### config.mk
export PLATFORM = sky130hd
export DESIGN_NAME = msp_uart
export DESIGN_NICKNAME = d
export VERILOG_FILES = /design/src/design/msp_pkg.sv /design/src/design/msp_uart.sv
export VERILOG_INCLUDE_DIRS = /design/src /design/src/design
export SDC_FILE = /design/constraint.sdc
export NUM_CORES = 1
export LEC_CHECK = 0
export BUFFER_PORTS_ARGS = -buffer_cell sky130_fd_sc_hd__buf_2
export CAP_MARGIN = 30
export CORE_ASPECT_RATIO = 0.5
export CORE_UTILIZATION = 38
export CTS_BUF_LIST = sky130_fd_sc_hd__clkbuf_8
export DETAILED_ROUTE_END_ITERATION = 6
export GPL_ROUTABILITY_DRIVEN = 0
export SLEW_MARGIN = 20
export SYNTH_ARGS = -nofsm -noshare
export SYNTH_HDL_FRONTEND = slang
export SYNTH_SLANG_ARGS = --single-unit
### constraint.sdc
create_clock -name pclk -period 5.3 [get_ports pclk]
set_input_delay 0.53 -clock pclk [delete_from_list [all_inputs] [get_ports pclk]]
set_output_delay 0.53 -clock pclk [all_outputs]
set_load 0.02 [all_outputs]
### src/design/msp_map.svh
// register map, field positions, reset values and timing figures
`ifndef MSP_MAP_SVH
`define MSP_MAP_SVH
`define MSP_OFF_CTRL      8'h00
`define MSP_OFF_GAP       8'h04
`define MSP_OFF_HSDLY     8'h08
`define MSP_OFF_ADDR      8'h0c
`define MSP_OFF_STATUS    8'h10
`define MSP_OFF_TXDATA    8'h14
`define MSP_OFF_RXDATA    8'h18
`define MSP_CTRL_BAUD     2:0
`define MSP_CTRL_TEXT     3
`define MSP_CTRL_STOP2    4
`define MSP_CTRL_PAR      6:5
`define MSP_CTRL_RS485    7
`define MSP_CTRL_HS       8
`define MSP_CTRL_RST      9'h005
`define MSP_GAP_RST       14'h0002
`define MSP_GAP_MAX       14'h2710
`define MSP_HSD_RST       7'h00
`define MSP_HSD_MAX       7'h64
`define MSP_HSD_STEP_MS   14'h0064
`define MSP_ADDR_RST      8'h01
`define MSP_ADDR_BCAST    8'h00
`define MSP_ADDR_P2P      8'hf8
`define MSP_ST_RXAV       0
`define MSP_ST_OVR        1
`define MSP_ST_DONE       2
`define MSP_ST_CHKERR     3
`define MSP_ST_CHARERR    4
`define MSP_ST_HIT        5
`define MSP_ST_TXBUSY     6
`define MSP_ST_DROP       7
`define MSP_ST_TXFULL     8
`define MSP_TX_LAST       8
`define MSP_CLK_HZ        200000000
`define MSP_MS_PER_S      1000
`define MSP_SIL_HALFBITS  7'h4d
`define MSP_CRC_INIT      16'hffff
`define MSP_CRC_POLY      16'ha001
`define MSP_CH_COLON      8'h3a
`define MSP_CH_CR         8'h0d
`define MSP_CH_LF         8'h0a
`define MSP_BITS_TEXT     3'h6
`define MSP_BITS_BIN      3'h7
`endif

### src/design/msp_pkg.sv
// types shared by the serial port design
package msp_pkg;
   typedef enum logic [1:0] {PAR_EVEN, PAR_ODD, PAR_NONE, PAR_RSVD} msp_par_e;
   typedef enum {RX_IDLE, RX_START, RX_DATA, RX_PAR, RX_STOP} msp_rx_e;
   typedef enum {TX_IDLE, TX_RTS, TX_START, TX_DATA, TX_PAR, TX_STOP}
      msp_tx_e;
   typedef enum {BAUD_300, BAUD_600, BAUD_1200, BAUD_2400, BAUD_4800,
                 BAUD_9600, BAUD_19200} msp_baud_e;
endpackage

### src/design/msp_uart.sv
// serial slave port: character engine, frame detection, apb registers
`timescale 1ns/100ps
`include "msp_map.svh"
module msp_uart #(
   parameter int CLK_HZ = `MSP_CLK_HZ,
   parameter int MS_CYC = `MSP_CLK_HZ / `MSP_MS_PER_S
) (
   // clock and reset
   input  wire logic        pclk,
   input  wire logic        presetn,
   // apb slave
   input  wire logic        psel,
   input  wire logic        penable,
   input  wire logic        pwrite,
   input  wire logic [7:0]  paddr,
   input  wire logic [31:0] pwdata,
   output logic      [31:0] prdata,
   output logic             pready,
   output logic             pslverr,
   // serial line
   input  wire logic        rxd,
   output logic             txd,
   input  wire logic        cts,
   output logic             rts,
   output logic             line_rs485,
   output logic             drive_en
);
   logic [8:0]  ctrl_r;
   logic [13:0] gap_r;
   logic [6:0]  hsd_r;
   logic [7:0]  addr_r;
   logic [8:0]  st_r;
   logic [31:0] rd_r;
   logic        rxd_m_r, rxd_s_r, cts_m_r, cts_s_r;
   logic [31:0] ms_cnt_r;
   logic        ms_tick;
   logic [31:0] div;
   logic        text, flow, modem, hs_on;
   logic [2:0]  last_bit;
   msp_pkg::msp_par_e par;

   function automatic logic [31:0] baud_div(input logic [2:0] s, input int hz);
      logic [31:0] d;
      d = 32'(hz / 9600);
      unique case (s)
         3'(msp_pkg::BAUD_300):   d = 32'(hz / 300);
         3'(msp_pkg::BAUD_600):   d = 32'(hz / 600);
         3'(msp_pkg::BAUD_1200):  d = 32'(hz / 1200);
         3'(msp_pkg::BAUD_2400):  d = 32'(hz / 2400);
         3'(msp_pkg::BAUD_4800):  d = 32'(hz / 4800);
         3'(msp_pkg::BAUD_19200): d = 32'(hz / 19200);
         default:                 d = 32'(hz / 9600);
      endcase
      return d;
   endfunction

   function automatic logic [15:0] crc_step(input logic [15:0] c,
                                            input logic [7:0] b);
      logic [15:0] x;
      x = c ^ {8'h00, b};
      for (int i = 0; i < 8; i++)
         x = x[0] ? ((x >> 1) ^ `MSP_CRC_POLY) : (x >> 1);
      return x;
   endfunction

   // returns {valid, nibble} for an ascii hex digit 0-9 or A-F (lowercase is not valid)
   function automatic logic [4:0] hex_val(input logic [7:0] c);
      logic [4:0] v;
      v = 5'h00;
      if (c >= 8'h30 && c <= 8'h39)
         v = {1'b1, 4'(c - 8'h30)};
      else if (c >= 8'h41 && c <= 8'h46)
         v = {1'b1, 4'(c - 8'h37)};
      return v;
   endfunction

   function automatic logic par_bit(input logic [7:0] d, input logic t,
                                    input msp_pkg::msp_par_e p);
      logic x;
      x = t ? ^d[6:0] : ^d;
      return (p == msp_pkg::PAR_ODD) ? ~x : x;
   endfunction

   function automatic logic addr_hit(input logic [7:0] a, input logic [7:0] s);
      return a == s || a == `MSP_ADDR_BCAST || s == `MSP_ADDR_P2P;
   endfunction

   assign div   = baud_div(ctrl_r[`MSP_CTRL_BAUD], CLK_HZ);
   assign text  = ctrl_r[`MSP_CTRL_TEXT];
   assign last_bit = text ? `MSP_BITS_TEXT : `MSP_BITS_BIN;
   assign par   = msp_pkg::msp_par_e'(ctrl_r[`MSP_CTRL_PAR]);
   assign hs_on = !ctrl_r[`MSP_CTRL_RS485] && ctrl_r[`MSP_CTRL_HS];
   assign flow  = hs_on && hsd_r == `MSP_HSD_RST;
   assign modem = hs_on && hsd_r != `MSP_HSD_RST;
   assign line_rs485 = ctrl_r[`MSP_CTRL_RS485];

   // pin synchronisers
   always_ff @(posedge pclk or negedge presetn)
      if (!presetn)
      begin
         rxd_m_r <= 1'b1;
         rxd_s_r <= 1'b1;
         cts_m_r <= 1'b0;
         cts_s_r <= 1'b0;
      end
      else
      begin
         rxd_m_r <= rxd;
         rxd_s_r <= rxd_m_r;
         cts_m_r <= cts;
         cts_s_r <= cts_m_r;
      end

   // free-running millisecond tick
   assign ms_tick = ms_cnt_r == 32'(MS_CYC - 1);
   always_ff @(posedge pclk or negedge presetn)
      if (!presetn)
         ms_cnt_r <= '0;
      else
         ms_cnt_r <= ms_tick ? '0 : ms_cnt_r + 32'h1;

   // ---------------- receiver
   msp_pkg::msp_rx_e rx_st_r;
   logic [31:0] rx_cnt_r;
   logic [2:0]  rx_bit_r;
   logic [7:0]  rx_sh_r;
   logic        rx_pbad_r, rx_v, rx_bad;
   logic [7:0]  rx_byte;
   assign rx_byte = text ? {1'b0, rx_sh_r[7:1]} : rx_sh_r;

   // start, lsb first, parity, stop sampling
   always_ff @(posedge pclk or negedge presetn)
      if (!presetn)
      begin
         rx_st_r   <= msp_pkg::RX_IDLE;
         rx_cnt_r  <= '0;
         rx_bit_r  <= '0;
         rx_sh_r   <= '0;
         rx_pbad_r <= 1'b0;
      end
      else
      begin
         rx_cnt_r <= (rx_cnt_r == '0) ? div - 32'h1 : rx_cnt_r - 32'h1;
         unique case (rx_st_r)
            msp_pkg::RX_IDLE:
               if (!rxd_s_r)
               begin
                  rx_st_r  <= msp_pkg::RX_START;
                  rx_cnt_r <= div >> 1;
               end
            msp_pkg::RX_START:
               if (rx_cnt_r == '0)
               begin
                  rx_st_r   <= rxd_s_r ? msp_pkg::RX_IDLE : msp_pkg::RX_DATA;
                  rx_bit_r  <= '0;
                  rx_pbad_r <= 1'b0;
               end
            msp_pkg::RX_DATA:
               if (rx_cnt_r == '0)
               begin
                  rx_sh_r  <= {rxd_s_r, rx_sh_r[7:1]};
                  rx_bit_r <= rx_bit_r + 3'h1;
                  if (rx_bit_r == last_bit)
                     rx_st_r <= (par == msp_pkg::PAR_NONE) ?
                                msp_pkg::RX_STOP : msp_pkg::RX_PAR;
               end
            msp_pkg::RX_PAR:
               if (rx_cnt_r == '0)
               begin
                  rx_pbad_r <= rxd_s_r != par_bit(rx_byte, text, par);
                  rx_st_r   <= msp_pkg::RX_STOP;
               end
            msp_pkg::RX_STOP:
               if (rx_cnt_r == '0)
                  rx_st_r <= msp_pkg::RX_IDLE;
         endcase
      end
   assign rx_v   = rx_st_r == msp_pkg::RX_STOP && rx_cnt_r == '0;
   assign rx_bad = rx_pbad_r || !rxd_s_r;

   // ---------------- frame detection
   logic        in_fr_r, first_r, nib_r, cr_r, fbad_r, hit_r;
   logic [15:0] crc_r;
   logic [7:0]  lrc_r;
   logic [3:0]  hi_r;
   logic [6:0]  sil_r;
   logic [13:0] gms_r;
   logic        fr_end, fr_err;
   logic [4:0]  hv;
   logic [7:0]  hbyte;
   logic [31:0] hb_cnt_r;
   logic        hb_tick;
   assign hv      = hex_val(rx_byte);
   assign hbyte   = {hi_r, hv[3:0]};
   assign hb_tick = hb_cnt_r == '0;

   always_ff @(posedge pclk or negedge presetn)
      if (!presetn)
         hb_cnt_r <= '0;
      else if (rx_st_r != msp_pkg::RX_IDLE || hb_tick)
         hb_cnt_r <= (div >> 1) - 32'h1;
      else
         hb_cnt_r <= hb_cnt_r - 32'h1;

   // silence of 3.5 characters then the gap
   always_ff @(posedge pclk or negedge presetn)
      if (!presetn)
      begin
         sil_r <= '0;
         gms_r <= '0;
      end
      else if (rx_st_r != msp_pkg::RX_IDLE || !in_fr_r || text)
      begin
         sil_r <= '0;
         gms_r <= '0;
      end
      else if (sil_r != `MSP_SIL_HALFBITS)
         sil_r <= sil_r + {6'h00, hb_tick};
      else if (ms_tick && gms_r != gap_r)
         gms_r <= gms_r + 14'h1;

   always_comb
   begin
      fr_end = 1'b0;
      fr_err = 1'b0;
      if (!text)
      begin
         fr_end = in_fr_r && sil_r == `MSP_SIL_HALFBITS && gms_r == gap_r;
         // residue zero when crc is intact
         fr_err = fbad_r || crc_r != 16'h0000;
      end
      else
      begin
         // cr then lf ends the frame
         fr_end = in_fr_r && rx_v && cr_r && rx_byte == `MSP_CH_LF;
         // lrc sum of all bytes is zero
         fr_err = fbad_r || lrc_r != 8'h00 || nib_r;
      end
   end

   always_ff @(posedge pclk or negedge presetn)
      if (!presetn)
      begin
         in_fr_r <= 1'b0;
         first_r <= 1'b0;
         nib_r   <= 1'b0;
         cr_r    <= 1'b0;
         fbad_r  <= 1'b0;
         hit_r   <= 1'b0;
         crc_r   <= `MSP_CRC_INIT;
         lrc_r   <= '0;
         hi_r    <= '0;
      end
      else if (fr_end)
         in_fr_r <= 1'b0;
      else if (rx_v && !text)
      begin
         in_fr_r <= 1'b1;
         fbad_r  <= (in_fr_r && fbad_r) || rx_bad;
         crc_r   <= crc_step(in_fr_r ? crc_r : `MSP_CRC_INIT, rx_byte);
         if (!in_fr_r)
            hit_r <= addr_hit(rx_byte, addr_r);
      end
      else if (rx_v && rx_byte == `MSP_CH_COLON)
      begin
         in_fr_r <= 1'b1;
         first_r <= 1'b1;
         nib_r   <= 1'b0;
         cr_r    <= 1'b0;
         fbad_r  <= rx_bad;
         hit_r   <= 1'b0;
         lrc_r   <= '0;
      end
      else if (rx_v && in_fr_r)
      begin
         cr_r <= rx_byte == `MSP_CH_CR;
         if (rx_bad || (!hv[4] && rx_byte != `MSP_CH_CR))
            fbad_r <= 1'b1;
         if (hv[4])
         begin
            nib_r <= !nib_r;
            hi_r  <= hv[3:0];
            if (nib_r)
            begin
               lrc_r   <= lrc_r + hbyte;
               first_r <= 1'b0;
               if (first_r)
                  hit_r <= addr_hit(hbyte, addr_r);
            end
         end
      end

   // ---------------- transmitter
   msp_pkg::msp_tx_e tx_st_r;
   logic [31:0] tx_cnt_r;
   logic [2:0]  tx_bit_r;
   logic [7:0]  tx_buf_r, tx_sh_r;
   logic        tx_full_r, tx_last_r, tx_stop2_r, txd_r, rts_r;
   logic [13:0] hs_ms_r;
   logic        tx_load, tx_drop, tx_tick;
   logic        apb_wr, apb_rd, apb_acc;
   assign tx_tick = tx_cnt_r == '0;

   always_ff @(posedge pclk or negedge presetn)
      if (!presetn)
      begin
         tx_st_r    <= msp_pkg::TX_IDLE;
         tx_cnt_r   <= '0;
         tx_bit_r   <= '0;
         tx_sh_r    <= '0;
         tx_stop2_r <= 1'b0;
         txd_r      <= 1'b1;
         rts_r      <= 1'b0;
         hs_ms_r    <= '0;
      end
      else
      begin
         tx_cnt_r <= tx_tick ? div - 32'h1 : tx_cnt_r - 32'h1;
         unique case (tx_st_r)
            msp_pkg::TX_IDLE:
            begin
               if (!modem)
                  rts_r <= 1'b0;
               hs_ms_r <= '0;
               if (tx_full_r)
               begin
                  if (modem && !rts_r)
                  begin
                     rts_r   <= 1'b1;
                     tx_st_r <= msp_pkg::TX_RTS;
                  end
                  else if (!flow || cts_s_r)
                     tx_st_r <= msp_pkg::TX_START;
               end
            end
            msp_pkg::TX_RTS:
               if (cts_s_r)
                  tx_st_r <= msp_pkg::TX_START;
               else if (hs_ms_r >= 14'(hsd_r * `MSP_HSD_STEP_MS))
               begin
                  rts_r   <= 1'b0;
                  tx_st_r <= msp_pkg::TX_IDLE;
               end
               else if (ms_tick)
                  hs_ms_r <= hs_ms_r + 14'h1;
            msp_pkg::TX_START:
            begin
               txd_r      <= 1'b0;
               tx_sh_r    <= tx_buf_r;
               tx_bit_r   <= '0;
               tx_stop2_r <= ctrl_r[`MSP_CTRL_STOP2];
               tx_cnt_r   <= div - 32'h1;
               tx_st_r    <= msp_pkg::TX_DATA;
            end
            msp_pkg::TX_DATA:
               if (tx_tick)
               begin
                  txd_r    <= tx_sh_r[0];
                  tx_sh_r  <= {1'b0, tx_sh_r[7:1]};
                  tx_bit_r <= tx_bit_r + 3'h1;
                  // stop count starts from zero even without parity
                  if (tx_bit_r == last_bit)
                  begin
                     tx_bit_r <= '0;
                     tx_st_r  <= (par == msp_pkg::PAR_NONE) ?
                                 msp_pkg::TX_STOP : msp_pkg::TX_PAR;
                  end
               end
            msp_pkg::TX_PAR:
               if (tx_tick)
               begin
                  txd_r   <= par_bit(tx_buf_r, text, par);
                  tx_st_r <= msp_pkg::TX_STOP;
                  tx_bit_r <= '0;
               end
            msp_pkg::TX_STOP:
               if (tx_tick)
               begin
                  txd_r    <= 1'b1;
                  tx_bit_r <= tx_bit_r + 3'h1;
                  if (tx_bit_r == {2'b00, tx_stop2_r} + 3'h1)
                  begin
                     tx_st_r <= msp_pkg::TX_IDLE;
                     if (tx_last_r)
                        rts_r <= 1'b0;
                  end
               end
         endcase
      end
   assign tx_load = tx_st_r == msp_pkg::TX_START;
   assign tx_drop = tx_st_r == msp_pkg::TX_RTS && !cts_s_r
                    && hs_ms_r >= 14'(hsd_r * `MSP_HSD_STEP_MS);

   always_ff @(posedge pclk or negedge presetn)
      if (!presetn)
      begin
         tx_full_r <= 1'b0;
         tx_buf_r  <= '0;
         tx_last_r <= 1'b0;
      end
      else if (apb_wr && paddr == `MSP_OFF_TXDATA && !tx_full_r)
      begin
         tx_full_r <= 1'b1;
         tx_buf_r  <= pwdata[7:0];
         tx_last_r <= pwdata[`MSP_TX_LAST];
      end
      else if (tx_load || tx_drop)
         tx_full_r <= 1'b0;

   assign txd = txd_r;
   assign drive_en = line_rs485 && tx_st_r != msp_pkg::TX_IDLE
                     && tx_st_r != msp_pkg::TX_RTS;
   // rts guards the receive buffer under flow control
   assign rts = flow ? !st_r[`MSP_ST_RXAV] : (modem && rts_r);

   // ---------------- apb registers
   logic [7:0] rx_buf_r;
   logic       hit_map, rd_pop;
   assign apb_acc = psel && penable;
   assign apb_wr  = apb_acc && pwrite;
   assign apb_rd  = apb_acc && !pwrite;
   assign rd_pop  = apb_rd && paddr == `MSP_OFF_RXDATA;
   assign hit_map = paddr == `MSP_OFF_CTRL || paddr == `MSP_OFF_GAP
                    || paddr == `MSP_OFF_HSDLY || paddr == `MSP_OFF_ADDR
                    || paddr == `MSP_OFF_STATUS || paddr == `MSP_OFF_TXDATA
                    || paddr == `MSP_OFF_RXDATA;
   assign pready  = 1'b1;
   assign pslverr = apb_acc && !hit_map;
   assign prdata  = rd_r;

   always_ff @(posedge pclk or negedge presetn)
      if (!presetn)
      begin
         ctrl_r <= `MSP_CTRL_RST;
         gap_r  <= `MSP_GAP_RST;
         hsd_r  <= `MSP_HSD_RST;
         addr_r <= `MSP_ADDR_RST;
      end
      else if (apb_wr)
         unique case (paddr)
            `MSP_OFF_CTRL:
               ctrl_r <= pwdata[8:0];
            `MSP_OFF_GAP:
               gap_r <= (pwdata[13:0] > `MSP_GAP_MAX) ? `MSP_GAP_MAX
                        : pwdata[13:0];
            `MSP_OFF_HSDLY:
               hsd_r <= (pwdata[6:0] > `MSP_HSD_MAX) ? `MSP_HSD_MAX
                        : pwdata[6:0];
            `MSP_OFF_ADDR:
               addr_r <= pwdata[7:0];
            default:
               ctrl_r <= ctrl_r;
         endcase

   // sticky status: hardware set wins over write-one clear, rxav set over an rxdata read; txbusy and txfull are live copies, not sticky
   logic [8:0] w1c;
   assign w1c = (apb_wr && paddr == `MSP_OFF_STATUS) ? pwdata[8:0] : '0;
   always_ff @(posedge pclk or negedge presetn)
      if (!presetn)
      begin
         st_r     <= '0;
         rx_buf_r <= '0;
      end
      else
      begin
         if (rx_v)
            rx_buf_r <= rx_byte;
         st_r[`MSP_ST_RXAV] <= rx_v || (st_r[`MSP_ST_RXAV] && !rd_pop);
         st_r[`MSP_ST_OVR]  <= (rx_v && st_r[`MSP_ST_RXAV] && !rd_pop)
                               || (st_r[`MSP_ST_OVR] && !w1c[`MSP_ST_OVR]);
         st_r[`MSP_ST_DONE] <= fr_end
                               || (st_r[`MSP_ST_DONE] && !w1c[`MSP_ST_DONE]);
         st_r[`MSP_ST_CHKERR] <= (fr_end && fr_err) || (st_r[`MSP_ST_CHKERR]
                                 && !w1c[`MSP_ST_CHKERR]);
         st_r[`MSP_ST_CHARERR] <= (rx_v && rx_bad) || (st_r[`MSP_ST_CHARERR]
                                  && !w1c[`MSP_ST_CHARERR]);
         st_r[`MSP_ST_HIT]  <= (fr_end && hit_r)
                               || (st_r[`MSP_ST_HIT] && !w1c[`MSP_ST_HIT]);
         st_r[`MSP_ST_TXBUSY] <= tx_st_r != msp_pkg::TX_IDLE;
         st_r[`MSP_ST_DROP] <= tx_drop
                               || (st_r[`MSP_ST_DROP] && !w1c[`MSP_ST_DROP]);
         st_r[`MSP_ST_TXFULL] <= tx_full_r;
      end

   // read data captured in the setup cycle
   always_ff @(posedge pclk or negedge presetn)
      if (!presetn)
         rd_r <= '0;
      else if (psel && !penable && !pwrite)
         unique case (paddr)
            `MSP_OFF_CTRL:   rd_r <= {23'h0, ctrl_r};
            `MSP_OFF_GAP:    rd_r <= {18'h0, gap_r};
            `MSP_OFF_HSDLY:  rd_r <= {25'h0, hsd_r};
            `MSP_OFF_ADDR:   rd_r <= {24'h0, addr_r};
            `MSP_OFF_STATUS: rd_r <= {23'h0, st_r};
            `MSP_OFF_RXDATA: rd_r <= {24'h0, rx_buf_r};
            default:         rd_r <= '0;
         endcase
endmodule

==> impl_metrics.tcl, run 1 <==
set metrics [dict create \
    outcome "complete, but fails checks" \
    violations "negative hold slack" \
    cts_buffers 50 \
    die-area_sq_mm 0.0486 \
    ios 85 \
    cts.path.max_buffers 3 \
    worst-setup-path-type "flop to flop" \
    ff_latch_area_sq_mm 0.00784 \
    maxCapViolCount 0 \
    antenna_found_initial 1 \
    clk_pin_slew_worst_paths_ps 70 \
    drc 0 \
    synth_top_area_cell "dfrtp_1" \
    vias 14300 \
    rsz0062_at_grt "false" \
    r2r-end "hs_ms_r[13]" \
    core-area_sq_mm 0.0469 \
    die_h_um 156 \
    cts_tree "built" \
    seq_area_frac_synth 0.432 \
    routed_wirelength_mm 44.9 \
    synthToLayoutAreaGrowth_pct 11.7 \
    leakage_nw 9.06 \
    critPathMaxFanout 5 \
    dp_hpwl_mm 31.3 \
    r2r_start "hsd_r[2]" \
    drv_slew 0 \
    synth_cell_types 76 \
    setup_tns_ps 0 \
    ys_seq_elements 312 \
    start_util 0.386 \
    grt_pass1_wl_mm 74.4 \
    max_slew.worst_pin.slew_ps 983 \
    dpl_cell_area_sq_mm 0.0190 \
    syn_area_per_cell_sq_um 9.20 \
    period_needed_ps 4890 \
    setup_viol 0 \
    dieWidth_um 311 \
    nFillCells 4644 \
    whs_ps -29.8 \
    clock_skew_ps 49.5 \
    clkLatencyLatePin_ps 620 \
    multiInputGateArea_sq_mm 0.00972 \
    port_buffers 47 \
    synth_warnings 0 \
    crit_buf_inv 1 \
    synth_top_cell_area_share 0.399 \
    ys_dominant_reg_cell "dfrtp_1" \
    required_ps 5800 \
    crit_path_frequent_cell "ha_1" \
    grt_pass1_vias 13800 \
    cts-root-buf "clkbuf_8" \
    overflow 0 \
    synthTopCellsByArea "dfrtp_1 (40%), xnor2_1 (6.3%), ha_1 (5.4%)" \
    power_density_mw_per_mm2 292 \
    r2r_cells 21 \
    synth_area_sq_mm 0.0181 \
    dr.first_iter.drc_count 1103 \
    async_flop_share 1.00 \
    stdcell_area_sq_mm 0.0203 \
    hold_path_class "primary input to asynchronous set/reset pin" \
    wire_per_inst_um 16.6 \
    synthTopCellsByCount "dfrtp_1 (289), nand2_1 (234), nor2_1 (196), o21ai_0 (141), xnor2_1 (130)" \
    crit_slowest_cell "fa_1" \
    fmax_ghz 0.205 \
    final_antenna_net_count 0 \
    grt_use_total 0.187 \
    critPathLaunchType "flop" \
    h-tree-depth 2 \
    timing.final.crit_share 0.922 \
    path_cells "inv_1 > ha_1 > ha_1 > fa_1 > ha_1 > a21oi_1 > nor2b_1 > o21a_1 > o21ai_0 > nand2b_1 > a21oi_1 > xnor2_1 > ha_1 > nand4_1 > nor2_1 > nor2_1 > o21ai_0 > a2111oi_2 > nand3_2 > or3_1 > a21oi_1" \
    synthCells 1970 \
    fin_util 0.431 \
    rows 56 \
    layout-drive-gt1-share 0.127 \
    critical-path-max-stage-delay_ps 470 \
    worstPathArrival_ps 5390 \
    avgViaCountPerCell 5.30 \
    synth.most_common_cell "dfrtp_1" \
    rrSetupSlack_ps 410 \
    grt_max_degree 122 \
    synth-edff-count 0 \
    relSlewSlack 0.339 \
    end_kind "flop" \
    firstDrtPassIters 5 \
    post_cts_buffers 0 \
    fin_nets 2151 \
    cts.sinks 312 \
    vdd_drop_max_uv 180 \
    hold_viol 6 \
    crit_family "adder cells" \
]
## power breakdown
| group | internal [mW] | leakage, nW | switching (mW) |
|---|---|---|---|
| sequential | 2.53 | 4.07 | 0.171 |
| combinational | 0.314 | 4.35 | 0.510 |
| clock | 1.35 | 0.644 | 1.05 |
## kinds of logic (layout without fill, tap and decap cells)
family | count (synthesis) | after routing | share of synthesized area
fa+ha+maj | 81 | 81 | 0.0571
compound gates | 383 | 383 | 0.127
mux | 62 | 62 | 0.0378
other cells | 2 | 20 | 0.000414
buf+inv | 153 | 231 | 0.0360
flops | 312 | 312 | 0.432
simple gates | 759 | 759 | 0.204
xor+xnor | 218 | 218 | 0.105
## cell usage in the layout, fill, tap and decap left out, drive strengths merged, types with 48 or more instances in the layout
cell type	synthesis	layout
a21oi	90	90
buf	28	76
clkbuf	65	75
dfrtp	289	289
ha	78	78
inv	56	65
mux2	48	48
nand2	234	234
nand3	52	52
nor2	196	196
nor3	59	59
nor4	48	48
o21ai	142	142
xnor2	130	130
xor2	88	88
## how the worst max path moves through the flow
stage | from | end | slack, ps | cells after the start
2_1_floorplan | hsd_r[2] | hs_ms_r[13] | 760 | 21
3_3_place_gp | hsd_r[3] | hs_ms_r[13] | 460 | 21
3_5_place_dp | hsd_r[3] | hs_ms_r[13] | 390 | 21
4_1_cts | hsd_r[3] | hs_ms_r[13] | 330 | 21
5_1_grt | hsd_r[2] | hs_ms_r[13] | 20 | 21
6_report | hsd_r[2] | hs_ms_r[13] | 410 | 21
## final cells by class
cell class,count,area share
multi-input combinational,1522,0.480
sequential,312,0.387
clock buffer,75,0.0510
tap,638,0.0394
timing repair buffer,77,0.0242
inverter,60,0.0111
clock inverter,19,0.00710
antenna,1,0.000124
## timing repair
action	in CTS	in global routing
hold endpoints to repair	1	0
resized for setup	0	2
hold buffers	1	0
setup endpoints to repair	0	2
## metrics by stage
step	std cells	hold WS, ps	power (mW)	worst slack [ps]
after floorplan	1987	234	3.30	755
after global placement	2604	334	3.53	458
after detailed placement	2605	356	3.54	391
after CTS	2700	18.0	5.96	327
after global routing	2703	26.1	6.21	20.0
final	2704	-29.8	5.92	414
## layer usage
metal / global-route usage / vias up / routed length (um)
li1: - / 7023 / -
met1: 0.266 / 6907 / 22200
met2: 0.292 / 312 / 19500
met3: 0.0325 / 81 / 2150
met4: 0.0540 / 0 / 984
met5: 0 / - / 0
## flip-flops by register name (all words and copies together) (netlist names), 7 cells and up
register	flops
rx_sh_r	8
rx_buf_r	8
hb_cnt_r	32
lrc_r	8
tx_sh_r	8
crc_r	16
ms_cnt_r	32
gms_r	14
ctrl_r	9
tx_buf_r	8
gap_r	14
hsd_r	7
rx_cnt_r	32
hs_ms_r	14
st_r	9
prdata	14
addr_r	8
tx_cnt_r	32
sil_r	7
Power figures use the tool's default switching activity.
==> inputs of run 2 (changes only) <==
REMOVE_ABC_BUFFERS = 1   (was unset)
==> run 2 against run 1 <==
Net effect: the flow still finishes with violations (negative hold slack); clock power decreased by 7%; via count decreased by 0.36%; non-clock buffer count decreased by 3; clock skew decreased by 24 ps; global-route usage decreased by 0.43 points; sequential cell count unchanged; die area unchanged; clock-buffer cell count decreased by 14; core utilization decreased by 0.23 points; worst hold slack got worse by 58 ps; highest routed layer unchanged; worst setup slack got worse by 28 ps; maximum frequency decreased by 0.56%.
==> impl_metrics.tcl, run 2 (synthesized netlist as in run 1, its figures left out) <==
set metrics [dict create \
    layout-drive-gt1-share 0.121 \
    r2r_cells 20 \
    firstDrtPassIters 5 \
    routed_wirelength_mm 44.0 \
    grt_use_total 0.183 \
    avgViaCountPerCell 5.28 \
    dr.first_iter.drc_count 1060 \
    drv_slew 0 \
    post_cts_buffers 0 \
    stdcell_area_sq_mm 0.0201 \
    worstPathArrival_ps 5370 \
    final_antenna_net_count 0 \
    fin_nets 2149 \
    rrSetupSlack_ps 390 \
    drc 0 \
    required_ps 5760 \
    critPathMaxFanout 14 \
    cts_tree "built" \
    start_util 0.386 \
    cts.path.max_buffers 3 \
    setup_viol 0 \
    dpl_cell_area_sq_mm 0.0190 \
    grt_max_degree 109 \
    max_slew.worst_pin.slew_ps 909 \
    r2r-end "hs_ms_r[2]" \
    whs_ps -87.7 \
    vias 14300 \
    leakage_nw 9.04 \
    outcome "complete, but fails checks" \
    relSlewSlack 0.394 \
    final_common_cell "dfrtp_1" \
    ios 85 \
    port_buffers 47 \
    power_density_mw_per_mm2 286 \
    synthToLayoutAreaGrowth_pct 11.1 \
    dp_hpwl_mm 30.7 \
    cts_buffers 51 \
    r2r_start "hsd_r[2]" \
    antenna_found_initial 0 \
    clock_skew_ps 25.8 \
    setup_tns_ps 0 \
    core-area_sq_mm 0.0469 \
    clk_pin_slew_worst_paths_ps 60 \
    timing.final.crit_share 0.927 \
    cts-root-buf "clkbuf_8" \
    dieWidth_um 311 \
    rows 56 \
    violations "negative hold slack" \
    mostFrequentLayoutCells "dfrtp_1 (289), nand2_1 (234), nor2_1 (196), o21ai_0 (140), xnor2_1 (130)" \
    wire_per_inst_um 16.3 \
    clkLatencyLatePin_ps 620 \
    hold_path_class "primary input to asynchronous set/reset pin" \
    critPathLaunchType "flop" \
    grt_pass1_vias 13800 \
    vdd_drop_max_uv 167 \
    fmax_ghz 0.204 \
    die_h_um 156 \
    rsz0062_at_grt "false" \
    h-tree-depth 2 \
    hold_viol 28 \
    worst-setup-path-type "flop to flop" \
    cts.sinks 312 \
    end_kind "flop" \
    period_needed_ps 4910 \
    die-area_sq_mm 0.0486 \
    grt_pass1_wl_mm 73.1 \
    overflow 0 \
    maxCapViolCount 0 \
]
run 2: changes by cell type in the layout (fill, tap and decap cells not counted), moves of 2 or more:
| cell | change |
|---|---|
| clkbuf_8 | -14 |
| buf_4 | -6 |
| nor4_2 | +2 |
| clkinv_2 | +4 |
| inv_1 | +9 |
| buf_2 | +2 |
run 2: routing by layer:
metal / part of all wire / vias to the layer above / routed length, um / track usage
met5: 0 / - / 0 / 0
met4: 0.021 / 0 / 906 / 0.0532
met3: 0.047 / 74 / 2090 / 0.0322
met2: 0.43 / 295 / 19100 / 0.284
met1: 0.50 / 6890 / 21900 / 0.261
li1: - / 7013 / - / -
run 2: what timing repair did:
action / in CTS / in global routing
gates resized for setup: 0 / 3
hold buffers: 2 / 0
endpoints found under the setup margin: 0 / 2
endpoints found under the hold margin: 2 / 0
run 2: metrics by stage:
step | setup WS (ps) | cells | utilization | power (mW) | hold slack, ps
CTS | 352 | 2699 | 0.428 | 5.82 | 9.58
global placement | 436 | 2600 | 0.405 | 3.54 | 332
detailed placement | 393 | 2602 | 0.405 | 3.56 | 337
floorplan | 316 | 1894 | - | 3.26 | 234
finish | 387 | 2702 | 0.429 | 5.76 | -87.7
global route | 55.8 | 2701 | 0.429 | 6.08 | 26.6
run 2: cell type report:
class                   count  area (sq um)
clock inverters            34           241
multi-input cells        1522          9730
flip-flops and latches    312          7840
diodes                      1          2.50
well taps                 638           798
clock buffers              61           840
inverters                  60           225
fillers                  4615         26800
repair buffers             74           470
run 2: worst max path at each step:
| stage | cells past startpoint | end | from | slack, ps |
|---|---|---|---|---|
| 2_1_floorplan | 21 | hs_ms_r[13] | hsd_r[2] | 320 |
| 3_3_place_gp | 21 | hs_ms_r[13] | hsd_r[2] | 440 |
| 3_5_place_dp | 21 | hs_ms_r[13] | hsd_r[2] | 390 |
| 4_1_cts | 21 | hs_ms_r[13] | hsd_r[2] | 350 |
| 5_1_grt | 20 | hs_ms_r[1] | hsd_r[2] | 60 |
| 6_report | 20 | hs_ms_r[2] | hsd_r[2] | 390 |
run 2: critical path: stages, from the launching register on:
cell,delay [ps]
dfrtp_1,420
inv_1,110
ha_1,320
ha_1,320
fa_1,460
ha_1,350
a21oi_1,210
nor2b_1,70
o21a_1,180
o21ai_0,200
nand2b_1,80
a21oi_1,170
xnor2_1,90
ha_1,290
nand4_1,120
a211oi_1,530
a2111oi_4,180
buf_4,230
and2_1,180
a31oi_1,150
o22ai_1,90
run 2: where the power goes:
| part | leakage [nW] | internal [mW] | total [mW] | switching [mW] |
|---|---|---|---|---|
| clock network | 0.626 | 1.20 | 2.22 | 1.02 |
| logic | 4.34 | 0.309 | 0.839 | 0.530 |
| registers | 4.07 | 2.53 | 2.70 | 0.170 |
